## src/pkg/eag_pkg.sv

```systemverilog
// eag_pkg: addressing mode codes, controller states and cost figures
// assumes: shared by the address generator top and its cost table
package eag_pkg;

	// ****************************************
	// modes and states
	// ****************************************
	typedef enum logic [3:0] {
		M_DILY = 4'h0,
		M_DIL  = 4'h1,
		M_DI   = 4'h2,
		M_DIR  = 4'h3,
		M_IMM  = 4'h4,
		M_IMP  = 4'h5,
		M_RELL = 4'h6,
		M_REL  = 4'h7,
		M_STK  = 4'h8,
		M_SR   = 4'h9,
		M_SRIY = 4'ha,
		M_AIXJ = 4'hb,
		M_ABSX = 4'hc
	} eag_mode_e;

	typedef enum logic [2:0] {
		S_IDLE  = 3'b001,
		S_FETCH = 3'b010,
		S_FIN   = 3'b100
	} eag_state_e;

	// ****************************************
	// base cycles and bytes per mode
	// ****************************************
	localparam logic [3:0] CYC_DILY = 4'h6;
	localparam logic [3:0] CYC_DIL  = 4'h6;
	localparam logic [3:0] CYC_DI   = 4'h5;
	localparam logic [3:0] CYC_DIR  = 4'h3;
	localparam logic [3:0] CYC_IMM  = 4'h2;
	localparam logic [3:0] CYC_IMP  = 4'h2;
	localparam logic [3:0] CYC_RELL = 4'h3;
	localparam logic [3:0] CYC_REL  = 4'h2;
	localparam logic [3:0] CYC_STK  = 4'h3;
	localparam logic [3:0] CYC_SR   = 4'h4;
	localparam logic [3:0] CYC_SRIY = 4'h7;
	localparam logic [3:0] CYC_AIXJ = 4'h6;
	localparam logic [3:0] CYC_ABSX = 4'h4;
	localparam logic [2:0] BYT_ONE  = 3'h1;
	localparam logic [2:0] BYT_TWO  = 3'h2;
	localparam logic [2:0] BYT_THR  = 3'h3;

	// ****************************************
	// penalties and fixed values
	// ****************************************
	localparam logic [3:0] CYC_PEN    = 4'h1;
	localparam logic [3:0] CYC_RMW8   = 4'h2;
	localparam logic [3:0] CYC_RMW16  = 4'h3;
	localparam logic [3:0] CYC_STA_M8 = 4'h5;
	localparam logic [2:0] BYT_PEN    = 3'h1;
	localparam logic [7:0] BANK_ZERO  = 8'h00;
	localparam logic [1:0] PTR_SHORT  = 2'h2;
	localparam logic [1:0] PTR_LONG   = 2'h3;
	localparam logic [23:0] EA_RST    = 24'h000000;
	localparam logic [15:0] W16_RST   = 16'h0000;
	localparam logic [3:0] CYC_RST    = 4'h0;
	localparam logic [2:0] BYT_RST    = 3'h0;

endpackage

```

## src/pkg/eag_cost_if.sv

```systemverilog
// eag_cost_if: carries one instruction's cost inputs and results
// assumes: driven by the top, answered combinationally by eag_cost
`timescale 1ns/1ps
interface eag_cost_if;
	eag_pkg::eag_mode_e mode;
	logic               wide;
	logic               m_flag;
	logic               dl_nz;
	logic               page_x;
	logic               taken;
	logic               rmw;
	logic               store_acc;
	logic [2:0]         stk_extra;
	logic [3:0]         cycles;
	logic [2:0]         bytes;

	modport calc (
		input  mode, wide, m_flag, dl_nz, page_x, taken, rmw, store_acc, stk_extra,
		output cycles, bytes
	);
	modport user (
		output mode, wide, m_flag, dl_nz, page_x, taken, rmw, store_acc, stk_extra,
		input  cycles, bytes
	);
endinterface

```

## src/verilog/eag_cost.sv

```systemverilog
// eag_cost: cycle and byte count of one instruction from its mode
// assumes: inputs are stable registered values of the requesting top
`timescale 1ns/1ps
module eag_cost (
	// cost carrier
	eag_cost_if.calc c
);
	logic [3:0] base;
	logic [2:0] byt;
	logic       dp;
	logic       w_ok;
	logic [3:0] cyc;

	always_comb begin
		base = eag_pkg::CYC_IMP;
		byt  = eag_pkg::BYT_ONE;
		dp   = 1'b0;
		w_ok = 1'b0;
		case (c.mode)
			eag_pkg::M_DILY: begin base = eag_pkg::CYC_DILY; byt = eag_pkg::BYT_TWO; dp = 1'b1; w_ok = 1'b1; end
			eag_pkg::M_DIL:  begin base = eag_pkg::CYC_DIL;  byt = eag_pkg::BYT_TWO; dp = 1'b1; w_ok = 1'b1; end
			eag_pkg::M_DI:   begin base = eag_pkg::CYC_DI;   byt = eag_pkg::BYT_TWO; dp = 1'b1; w_ok = 1'b1; end
			eag_pkg::M_DIR:  begin base = eag_pkg::CYC_DIR;  byt = eag_pkg::BYT_TWO; dp = 1'b1; w_ok = 1'b1; end
			eag_pkg::M_IMM:  begin base = eag_pkg::CYC_IMM;  byt = eag_pkg::BYT_TWO; w_ok = 1'b1; end
			eag_pkg::M_IMP:  begin base = eag_pkg::CYC_IMP;  byt = eag_pkg::BYT_ONE; end
			eag_pkg::M_RELL: begin base = eag_pkg::CYC_RELL; byt = eag_pkg::BYT_THR; end
			eag_pkg::M_REL:  begin base = eag_pkg::CYC_REL;  byt = eag_pkg::BYT_TWO; end
			eag_pkg::M_STK:  begin base = eag_pkg::CYC_STK + {1'b0, c.stk_extra}; end
			eag_pkg::M_SR:   begin base = eag_pkg::CYC_SR;   byt = eag_pkg::BYT_TWO; w_ok = 1'b1; end
			eag_pkg::M_SRIY: begin base = eag_pkg::CYC_SRIY; byt = eag_pkg::BYT_TWO; w_ok = 1'b1; end
			eag_pkg::M_AIXJ: begin base = eag_pkg::CYC_AIXJ; byt = eag_pkg::BYT_THR; end
			eag_pkg::M_ABSX: begin base = eag_pkg::CYC_ABSX; byt = eag_pkg::BYT_THR; w_ok = 1'b1; end
			default:         begin base = eag_pkg::CYC_IMP;  byt = eag_pkg::BYT_ONE; end
		endcase
	end

	always_comb begin
		cyc = base;
		if (w_ok && c.wide) begin
			cyc = cyc + eag_pkg::CYC_PEN;
		end
		if (dp && c.dl_nz) begin
			cyc = cyc + eag_pkg::CYC_PEN;
		end
		if (c.mode == eag_pkg::M_ABSX && c.page_x) begin
			cyc = cyc + eag_pkg::CYC_PEN;
		end
		if ((c.mode == eag_pkg::M_REL || c.mode == eag_pkg::M_RELL) && c.taken) begin
			cyc = cyc + eag_pkg::CYC_PEN;
		end
		if (c.rmw && (c.mode == eag_pkg::M_DIR || c.mode == eag_pkg::M_ABSX)) begin
			cyc = cyc + (c.m_flag ? eag_pkg::CYC_RMW8 : eag_pkg::CYC_RMW16);
		end
		// an absolute indexed store never re-reads, so with an 8-bit accumulator its cost is fixed;
		// applied last so a stray rmw request cannot stretch it
		if (c.mode == eag_pkg::M_ABSX && c.store_acc && c.m_flag) begin
			cyc = eag_pkg::CYC_STA_M8;
		end
	end

	assign c.cycles = cyc;
	assign c.bytes  = (c.mode == eag_pkg::M_IMM && c.wide) ? byt + eag_pkg::BYT_PEN : byt;

endmodule

```

## src/verilog/eag_top.sv

```systemverilog
// eag_top: effective address, branch target and cost generator
// assumes: all inputs come from core logic on ref_clk; pointer bytes are
// read through a one-byte request/acknowledge port to the bus sequencer
`timescale 1ns/1ps

module eag_top (
	// clock and reset
	input  wire logic               ref_clk,
	input  wire logic               rst_n,
	// instruction request
	input  wire logic               req_valid,
	input  wire eag_pkg::eag_mode_e req_mode,
	input  wire logic [7:0]         req_byte2,
	input  wire logic [7:0]         req_byte3,
	input  wire logic               req_idx_width,
	input  wire logic               req_rmw,
	input  wire logic               req_store_acc_op,
	input  wire logic               req_taken,
	input  wire logic               req_push_relative_op,
	input  wire logic [2:0]         req_stack_extra,
	// processor state
	input  wire logic [15:0]        direct_base,
	input  wire logic [15:0]        index_x,
	input  wire logic [15:0]        index_y,
	input  wire logic [15:0]        stack_ptr,
	input  wire logic [15:0]        prog_counter,
	input  wire logic [7:0]         data_bank_register,
	input  wire logic [7:0]         program_bank_register,
	input  wire logic               m_flag,
	input  wire logic               x_flag,
	// pointer read port
	output logic                    mem_req,
	output logic [23:0]             mem_addr,
	input  wire logic               mem_ack,
	input  wire logic [7:0]         mem_rdata,
	// results
	output logic                    busy,
	output logic                    done,
	output logic [23:0]             eff_addr,
	output logic [15:0]             operand,
	output logic [15:0]             new_pc,
	output logic                    load_pc,
	output logic                    push_req,
	output logic [3:0]              cycles,
	output logic [2:0]              bytes
);

	// ****************************************
	// request capture
	// ****************************************
	eag_pkg::eag_state_e st_r;
	eag_pkg::eag_mode_e  mode_r;
	logic [7:0]  b2_r, b3_r, dbr_r, pbr_r;
	logic [15:0] d_r, x_r, y_r, s_r, pc_r;
	logic        wide_r, m_r, rmw_r, sta_r, tkn_r, psh_r;
	logic [2:0]  sx_r;
	logic [15:0] ptr_r;
	logic [1:0]  cnt_r, need_r;
	logic [23:0] fch_r;
	logic        mem_req_r, busy_r, done_r, load_pc_r, push_r;
	logic [23:0] mem_addr_r, ea_r;
	logic [15:0] opnd_r, npc_r;
	logic [3:0]  cyc_r;
	logic [2:0]  byt_r;
	logic        take;
	logic        fetch_mode;
	logic [15:0] ptr_nxt;
	logic [1:0]  need_nxt;

	assign take = (st_r == eag_pkg::S_IDLE) && req_valid;

	always_ff @(posedge ref_clk or negedge rst_n) begin
		if (!rst_n) begin
			mode_r <= eag_pkg::M_IMP;
			b2_r   <= 8'h00;
			b3_r   <= 8'h00;
			dbr_r  <= 8'h00;
			pbr_r  <= 8'h00;
			d_r    <= eag_pkg::W16_RST;
			x_r    <= eag_pkg::W16_RST;
			y_r    <= eag_pkg::W16_RST;
			s_r    <= eag_pkg::W16_RST;
			pc_r   <= eag_pkg::W16_RST;
			wide_r <= 1'b0;
			m_r    <= 1'b1;
			rmw_r  <= 1'b0;
			sta_r  <= 1'b0;
			tkn_r  <= 1'b0;
			psh_r  <= 1'b0;
			sx_r   <= 3'h0;
		end else if (take) begin
			mode_r <= req_mode;
			b2_r   <= req_byte2;
			b3_r   <= req_byte3;
			dbr_r  <= data_bank_register;
			pbr_r  <= program_bank_register;
			d_r    <= direct_base;
			x_r    <= index_x;
			y_r    <= index_y;
			s_r    <= stack_ptr;
			pc_r   <= prog_counter;
			// the width that counts is chosen per instruction by the core
			wide_r <= req_idx_width ? !x_flag : !m_flag;
			m_r    <= m_flag;
			rmw_r  <= req_rmw;
			sta_r  <= req_store_acc_op;
			tkn_r  <= req_taken;
			psh_r  <= req_push_relative_op;
			sx_r   <= req_stack_extra;
		end
	end

	// ****************************************
	// pointer location
	// ****************************************
	always_comb begin
		fetch_mode = 1'b1;
		need_nxt   = eag_pkg::PTR_SHORT;
		ptr_nxt    = eag_pkg::W16_RST;
		case (req_mode)
			eag_pkg::M_DILY, eag_pkg::M_DIL: begin
				ptr_nxt  = direct_base + {8'h00, req_byte2};
				need_nxt = eag_pkg::PTR_LONG;
			end
			eag_pkg::M_DI:   ptr_nxt = direct_base + {8'h00, req_byte2};
			eag_pkg::M_SRIY: ptr_nxt = stack_ptr + {8'h00, req_byte2};
			eag_pkg::M_AIXJ: ptr_nxt = {req_byte3, req_byte2} + index_x;
			default:         fetch_mode = 1'b0;
		endcase
	end

	// ****************************************
	// controller
	// ****************************************
	always_ff @(posedge ref_clk or negedge rst_n) begin
		if (!rst_n) begin
			st_r <= eag_pkg::S_IDLE;
		end else begin
			case (st_r)
				eag_pkg::S_IDLE: begin
					if (req_valid) begin
						st_r <= fetch_mode ? eag_pkg::S_FETCH : eag_pkg::S_FIN;
					end
				end
				eag_pkg::S_FETCH: begin
					if (mem_ack && cnt_r == need_r - 2'h1) begin
						st_r <= eag_pkg::S_FIN;
					end
				end
				eag_pkg::S_FIN:   st_r <= eag_pkg::S_IDLE;
				default:          st_r <= eag_pkg::S_IDLE;
			endcase
		end
	end

	// pointer bytes are read lowest first and wrap inside bank zero
	always_ff @(posedge ref_clk or negedge rst_n) begin
		if (!rst_n) begin
			ptr_r      <= eag_pkg::W16_RST;
			cnt_r      <= 2'h0;
			need_r     <= eag_pkg::PTR_SHORT;
			fch_r      <= eag_pkg::EA_RST;
			mem_req_r  <= 1'b0;
			mem_addr_r <= eag_pkg::EA_RST;
		end else if (take && fetch_mode) begin
			ptr_r      <= ptr_nxt;
			cnt_r      <= 2'h0;
			need_r     <= need_nxt;
			fch_r      <= eag_pkg::EA_RST;
			mem_req_r  <= 1'b1;
			mem_addr_r <= {eag_pkg::BANK_ZERO, ptr_nxt};
		end else if (st_r == eag_pkg::S_FETCH && mem_ack) begin
			fch_r[cnt_r*8 +: 8] <= mem_rdata;
			cnt_r      <= cnt_r + 2'h1;
			mem_req_r  <= (cnt_r != need_r - 2'h1);
			mem_addr_r <= {eag_pkg::BANK_ZERO, ptr_r + {14'h0000, cnt_r} + 16'h0001};
		end
	end

	// ****************************************
	// address and target forming
	// ****************************************
	logic [23:0] ea_c;
	logic [15:0] npc_c, opnd_c, absx_lo;
	logic        ld_c, push_c, page_c;

	assign absx_lo = {b3_r, b2_r} + x_r;
	assign page_c  = absx_lo[15:8] != b3_r;

	always_comb begin
		ea_c   = eag_pkg::EA_RST;
		npc_c  = pc_r;
		opnd_c = eag_pkg::W16_RST;
		ld_c   = 1'b0;
		push_c = 1'b0;
		case (mode_r)
			eag_pkg::M_DILY: ea_c = fch_r + {8'h00, y_r};
			eag_pkg::M_DIL:  ea_c = fch_r;
			eag_pkg::M_DI:   ea_c = {dbr_r, fch_r[15:0]};
			eag_pkg::M_DIR:  ea_c = {eag_pkg::BANK_ZERO, d_r + {8'h00, b2_r}};
			eag_pkg::M_IMM:  opnd_c = wide_r ? {b3_r, b2_r} : {8'h00, b2_r};
			eag_pkg::M_RELL: begin
				npc_c  = pc_r + {b3_r, b2_r};
				ea_c   = {pbr_r, npc_c};
				opnd_c = npc_c;
				ld_c   = !psh_r;
				push_c = psh_r;
			end
			eag_pkg::M_REL: begin
				npc_c = tkn_r ? pc_r + {{8{b2_r[7]}}, b2_r} : pc_r;
				ea_c  = {pbr_r, npc_c};
				ld_c  = tkn_r;
			end
			eag_pkg::M_STK:  ea_c = {eag_pkg::BANK_ZERO, s_r};
			eag_pkg::M_SR:   ea_c = {eag_pkg::BANK_ZERO, s_r + {8'h00, b2_r}};
			eag_pkg::M_SRIY: ea_c = {dbr_r, fch_r[15:0]} + {8'h00, y_r};
			eag_pkg::M_AIXJ: begin
				npc_c = fch_r[15:0];
				ea_c  = {pbr_r, fch_r[15:0]};
				ld_c  = 1'b1;
			end
			eag_pkg::M_ABSX: ea_c = {dbr_r, absx_lo};
			default:         ea_c = eag_pkg::EA_RST;
		endcase
	end

	// ****************************************
	// cost table
	// ****************************************
	eag_cost_if cif ();

	assign cif.mode      = mode_r;
	assign cif.wide      = wide_r;
	assign cif.m_flag    = m_r;
	assign cif.dl_nz     = d_r[7:0] != 8'h00;
	assign cif.page_x    = page_c;
	assign cif.taken     = tkn_r;
	assign cif.rmw       = rmw_r;
	assign cif.store_acc = sta_r;
	assign cif.stk_extra = sx_r;

	eag_cost u_cost (
		.c (cif.calc)
	);

	// ****************************************
	// result registers
	// ****************************************
	always_ff @(posedge ref_clk or negedge rst_n) begin
		if (!rst_n) begin
			done_r    <= 1'b0;
			load_pc_r <= 1'b0;
			push_r    <= 1'b0;
			ea_r      <= eag_pkg::EA_RST;
			opnd_r    <= eag_pkg::W16_RST;
			npc_r     <= eag_pkg::W16_RST;
			cyc_r     <= eag_pkg::CYC_RST;
			byt_r     <= eag_pkg::BYT_RST;
		end else begin
			done_r    <= st_r == eag_pkg::S_FIN;
			load_pc_r <= (st_r == eag_pkg::S_FIN) && ld_c;
			push_r    <= (st_r == eag_pkg::S_FIN) && push_c;
			if (st_r == eag_pkg::S_FIN) begin
				ea_r   <= ea_c;
				opnd_r <= opnd_c;
				npc_r  <= npc_c;
				cyc_r  <= cif.cycles;
				byt_r  <= cif.bytes;
			end
		end
	end

	always_ff @(posedge ref_clk or negedge rst_n) begin
		if (!rst_n) begin
			busy_r <= 1'b0;
		end else begin
			busy_r <= take || (st_r == eag_pkg::S_FETCH) || (busy_r && st_r != eag_pkg::S_FIN);
		end
	end

	assign mem_req  = mem_req_r;
	assign mem_addr = mem_addr_r;
	assign busy     = busy_r;
	assign done     = done_r;
	assign eff_addr = ea_r;
	assign operand  = opnd_r;
	assign new_pc   = npc_r;
	assign load_pc  = load_pc_r;
	assign push_req = push_r;
	assign cycles   = cyc_r;
	assign bytes    = byt_r;

	// ****************************************
	// checks
	// ****************************************
	property p_fast_done;
		@(posedge ref_clk) disable iff (!rst_n)
		take && !fetch_mode |-> ##2 done;
	endproperty
	a_fast_done: assert property (p_fast_done) else $error("no done two cycles after request");

	property p_bank0;
		@(posedge ref_clk) disable iff (!rst_n)
		mem_req |-> mem_addr[23:16] == 8'h00;
	endproperty
	a_bank0: assert property (p_bank0) else $error("pointer read outside bank zero");

	property p_dir;
		@(posedge ref_clk) disable iff (!rst_n)
		take && req_mode == eag_pkg::M_DIR |-> ##2
		eff_addr == {8'h00, $past(direct_base, 2) + {8'h00, $past(req_byte2, 2)}};
	endproperty
	a_dir: assert property (p_dir) else $error("direct address wrong");

	property p_sr;
		@(posedge ref_clk) disable iff (!rst_n)
		take && req_mode == eag_pkg::M_SR |-> ##2
		eff_addr == {8'h00, $past(stack_ptr, 2) + {8'h00, $past(req_byte2, 2)}};
	endproperty
	a_sr: assert property (p_sr) else $error("stack relative address wrong");

	property p_imp_cost;
		@(posedge ref_clk) disable iff (!rst_n)
		take && req_mode == eag_pkg::M_IMP |-> ##2 bytes == 3'h1 && cycles == 4'h2 && !mem_req;
	endproperty
	a_imp_cost: assert property (p_imp_cost) else $error("implied cost wrong");

	property p_dily_cost;
		@(posedge ref_clk) disable iff (!rst_n)
		done && mode_r == eag_pkg::M_DILY && !wide_r && d_r[7:0] == 8'h00
		|-> cycles == 4'h6 && bytes == 3'h2;
	endproperty
	a_dily_cost: assert property (p_dily_cost) else $error("indirect long indexed cost wrong");

	property p_sriy_cost;
		@(posedge ref_clk) disable iff (!rst_n)
		done && mode_r == eag_pkg::M_SRIY |-> cycles == (wide_r ? 4'h8 : 4'h7);
	endproperty
	a_sriy_cost: assert property (p_sriy_cost) else $error("stack indirect cost wrong");

	property p_dl_pen;
		@(posedge ref_clk) disable iff (!rst_n)
		done && mode_r == eag_pkg::M_DIR && !rmw_r |-> cycles == 4'h3 + {3'h0, wide_r} + {3'h0, d_r[7:0] != 8'h00};
	endproperty
	a_dl_pen: assert property (p_dl_pen) else $error("direct alignment penalty wrong");

	property p_branch;
		@(posedge ref_clk) disable iff (!rst_n)
		done && mode_r == eag_pkg::M_REL |-> load_pc == tkn_r && cycles == (tkn_r ? 4'h3 : 4'h2);
	endproperty
	a_branch: assert property (p_branch) else $error("branch load or cost wrong");

	property p_sta;
		@(posedge ref_clk) disable iff (!rst_n)
		done && mode_r == eag_pkg::M_ABSX && sta_r && m_r |-> cycles == 4'h5;
	endproperty
	a_sta: assert property (p_sta) else $error("accumulator store cost wrong");

endmodule

```

## config.mk

```make
export PLATFORM = sky130hd
export DESIGN_NAME = eag_top
export DESIGN_NICKNAME = d
export VERILOG_FILES = /design/src/pkg/eag_pkg.sv /design/src/pkg/eag_cost_if.sv /design/src/verilog/eag_cost.sv /design/src/verilog/eag_top.sv
export SDC_FILE = /design/constraint.sdc
export NUM_CORES = 1
export LEC_CHECK = 0
export BUFFER_PORTS_ARGS = -buffer_cell sky130_fd_sc_hd__buf_2
export CORE_AREA = 5 5 213 215
export DETAILED_ROUTE_END_ITERATION = 7
export DIE_AREA = 0 0 218 220
export SYNTH_ARGS = -nofsm -noshare
export SYNTH_HDL_FRONTEND = slang
export SYNTH_SLANG_ARGS = --single-unit
```

## constraint.sdc

```tcl
create_clock -name ref_clk -period 5.7 [get_ports ref_clk]
set_input_delay 1.14 -clock ref_clk [delete_from_list [all_inputs] [get_ports ref_clk]]
set_output_delay 1.14 -clock ref_clk [all_outputs]
set_load 0.05 [all_outputs]
```

==> key figures <==
Setup path
  – CP max stage delay: 510 ps
  – Critical path startpoint category: primary input
  – Worst-path cell chain: buf_2 -> nand3b_1 -> nor2_1 -> buf_4 -> mux2_2 -> ha_1 -> o21ai_0 -> a21boi_0 -> o21ai_0 -> a21boi_0 -> o21ai_0 -> a211oi_1 -> a2111oi_0 -> a2111oi_0 -> a211oi_1 -> nor2_1
  – Critical Path RT: roughly 6200 ps
  – WP buf/inv: 2
  – Critical path depth: 16
  – Top cell family by delay on the critical path: compound AO/OA/AOI/OAI gates
  – CP Class: in2reg
  – CP max stage cell: a211oi_1
  – Critical Path Most Common Cell: o21ai_0
  – CP max FO: 18
  – R2r worst-path depth: 18
  – CP endpoint kind: register
  – Worst r2r src: cif.mode[3]
  – FF-to-FF setup slack: ~1300 ps
  – Worst r2r dst: eff_addr[10]
  – Critical Path AT: 5160 ps

Clocking
  – Clock Path Buffers: 3
  – CTS resizes: 0
  – TritonCTS clock tree: yes
  – Setup Buffers After CTS: 0
  – Root Buffer: clkbuf_16
  – Clk sinks: approximately 260
  – H-tree depth: 1
  – Clock transition at path regs: 60 ps
  – Hold_buf cts: 0
  – Clock Latency Late Sink: between 500 and 600 ps
  – Number of buffers created by CTS: 30

Timing
  – Worst-Margin Slew: 1190 ps
  – Final Hold Fails: 0
  – Total Neg Setup Slack: 0 ps
  – Worst slew margin: approximately 20%
  – Worst Skew: approximately 24 ps
  – Final WS setup: a little over 1000 ps
  – RSZ-0062 raised after global routing: false
  – Crit path time final: roughly 4700 ps
  – Final setup vio count: 0
  – Tcrit/Tclk final: roughly four fifths
  – Max-slew violations: 0
  – FMAX: approximately 0.21 GHz

Hold path
  – Hold path start: new_pc[5]
  – HP Class: reg2reg
  – Hold Path Depth: 2
  – Hold endpoint: new_pc[5]

Synth
  – Post-Syn Instances: between 1500 and 2000
  – Post-Syn Area: between 15000 and 20000 um^2
  – Post-synthesis cell type count: 89
  – Register area share after synthesis: between 30% and 40%
  – Async SR Flop Fraction: 100%
  – Post-synth EDFFs: 0
  – Syn avg cell area: ~8.4 um^2
  – Dominant synthesized flop cell: dfrtp_1
  – YS warnings: 0
  – Register bit total from synthesis: ~260

Floorplan
  – Die width: 218 um
  – Die extent in y: ~220 um
  – Initial core utilization: between 30% and 40%
  – Core area: 43500 um^2
  – I/O pin cnt: 230
  – Row count: 77
  – Die area: between 40000 and 50000 um^2

Outcome
  – Result of the run: finished, violations left
  – Failing checks: design-rule violations

GRT
  – GRT Total Usage: 24.3%
  – Vias in the first global route: ~15000
  – Global-route wire length before repair: ~90000 um
  – Largest net degree at the start of global routing: approximately 110
  – GRT overflow: 0
  – Initial antenna violation count: 0

Power and ir drop
  – Pwr/cell area: between 500 and 600 nW/um^2
  – Peak supply drop: 0.308 mV
  – Static Leak: a little over 9 nW

Final layout
  – Design Area, Final: between 15000 and 20000 um^2
  – Ant. Diodes: 0
  – Synth-to-Final Area Change: 16.6%
  – Nets: 2409
  – Share of cells above drive strength 1: between 10% and 20%
  – Final non-filler cell total: roughly 2800

Placed design
  – Port Buffer Count: about 220
  – Placed Instances: between 2000 and 3000
  – Routability Congestion: 0.924
  – Placed cell area: approximately 18000 um^2
  – Post-Place Worst Slack: just over 500 ps
  – Hpwl dp: ~47000 um

Detailed routing
  – Final ANT Viol Nets: 0
  – Drt drc: 2
  – TritonRoute pass-1 iters: 8
  – Post-DR wirelength/cell: 21.7 um
  – DR iter-0 viols: 1400
  – Total Routed Length: slightly above 60000 um
  – Vias per cell: between 5 and 6
  – Routed vias: around 15000

Flow run
  – Max cap viols: 0
==> through the flow <==
stage | utilization [%] | hold WS, ps | power [mW]
after floorplan | - | 442 | 7.49
after global placement | 42.2 | 458 | 9.26
after detailed placement | 42.2 | 468 | 9.36
after CTS | 44.6 | 482 | 11.4
after global routing | 44.6 | 509 | 12.2
final | 44.6 | 479 | 11.4
==> layer usage <==
layer  share of wire (%)  up-vias  GRT usage (%)
met5                   0        -              0
met2                  45      577           38.6
met4                 2.4        0           5.82
li1                    -     7311              -
met1                  47     7391           35.3
met3                 6.2       74           3.32
==> cell usage in the layout (no fill, tap or decap), types with 33 or more instances in the layout <==
| cell | Yosys | layout |
|---|---|---|
| a21o_1 | 33 | 33 |
| a21oi_1 | 94 | 94 |
| buf_2 | 1 | 220 |
| dfrtp_1 | 251 | 251 |
| ha_1 | 95 | 95 |
| inv_1 | 54 | 54 |
| nand2_1 | 526 | 525 |
| nand3_1 | 37 | 37 |
| nor2_1 | 117 | 117 |
| o21ai_0 | 138 | 138 |
| xnor2_1 | 72 | 72 |
| xor2_1 | 48 | 48 |
==> cell usage after synthesis (all sizes together) (11+ instances only) <==
library cell  instances  share of area, %
buf                  17              0.66
a211oi               18              0.95
xnor2                72               3.8
ha                   95               7.1
mux2i                34               2.1
o21ai               144               4.3
nor2b                12              0.45
a222oi               18               1.1
o21a                 16              0.72
nor2                120               2.8
nand2               526                12
mux2                 22               1.5
and3                 12              0.45
a221oi               13              0.72
xor2                 49               2.6
nor3                 26              0.81
and2                 11              0.41
nand3                37               1.1
a31oi                24              0.90
o211ai               15              0.71
inv                  54               1.2
a21oi                95               2.9
o22ai                14              0.53
a22oi                14              0.63
a22o                 18              0.95
clkbuf               78               1.8
nand2b               16              0.60
a21o                 34               1.5
dfrtp               251                38
==> worst reg2reg max path: cells and delay by family, from the launching register on <==
kind                     cells  cell delay [ps]
AO/OA/AOI/OAI                8             1580
XOR/XNOR                     1              140
adder cells (fa/ha/maj)      2              570
buffers and inverters        2              380
flip-flops                   1              720
multiplexers                 1              220
AND/OR/NAND/NOR              4              700
==> kinds of logic after synthesis <==
| logic type | share of synthesized area (%) |
|---|---|
| compound gates | 19.7 |
| xor+xnor | 6.54 |
| fa+ha+maj | 7.97 |
| buf+inv | 3.66 |
| flops | 38.3 |
| mux | 3.63 |
| other cells | 0.0225 |
| simple gates | 20.2 |
==> how the worst max path moves through the flow <==
stage,start,end,slack (ps)
6_report,req_mode[2],ptr_r[12],1040
5_1_grt,req_mode[2],ptr_r[12],620
4_1_cts,req_mode[2],ptr_r[12],1100
3_5_place_dp,req_mode[2],mem_addr[12],510
3_3_place_gp,req_mode[2],mem_addr[12],630
2_1_floorplan,req_mode[2],ptr_r[12],810
==> flip-flops by register name, indices dropped and copies added (netlist names), 8 cells and up <==
| signal | cells |
|---|---|
| dbr_r | 8 |
| pc_r | 16 |
| ptr_r | 16 |
| pbr_r | 8 |
| b3_r | 8 |
| new_pc | 16 |
| d_r | 16 |
| s_r | 16 |
| mem_addr | 16 |
| b2_r | 8 |
| eff_addr | 24 |
| y_r | 16 |
| operand | 16 |
| fch_r | 24 |
| x_r | 16 |
==> power by group <==
group          switching (mW)  internal [mW]
sequential              0.823           2.47
combinational            3.91           2.18
clock                   0.846           1.20
==> final cells by class <==
type,instances,area (um^2)
fill,4438,24100
multi-input combinational,1581,9720
sequential,255,6390
clock buffer,34,796
inverter,55,206
clock inverter,21,264
tap,592,741
timing repair buffer,246,1320
No activity file was read; power rests on OpenSTA's default activity.
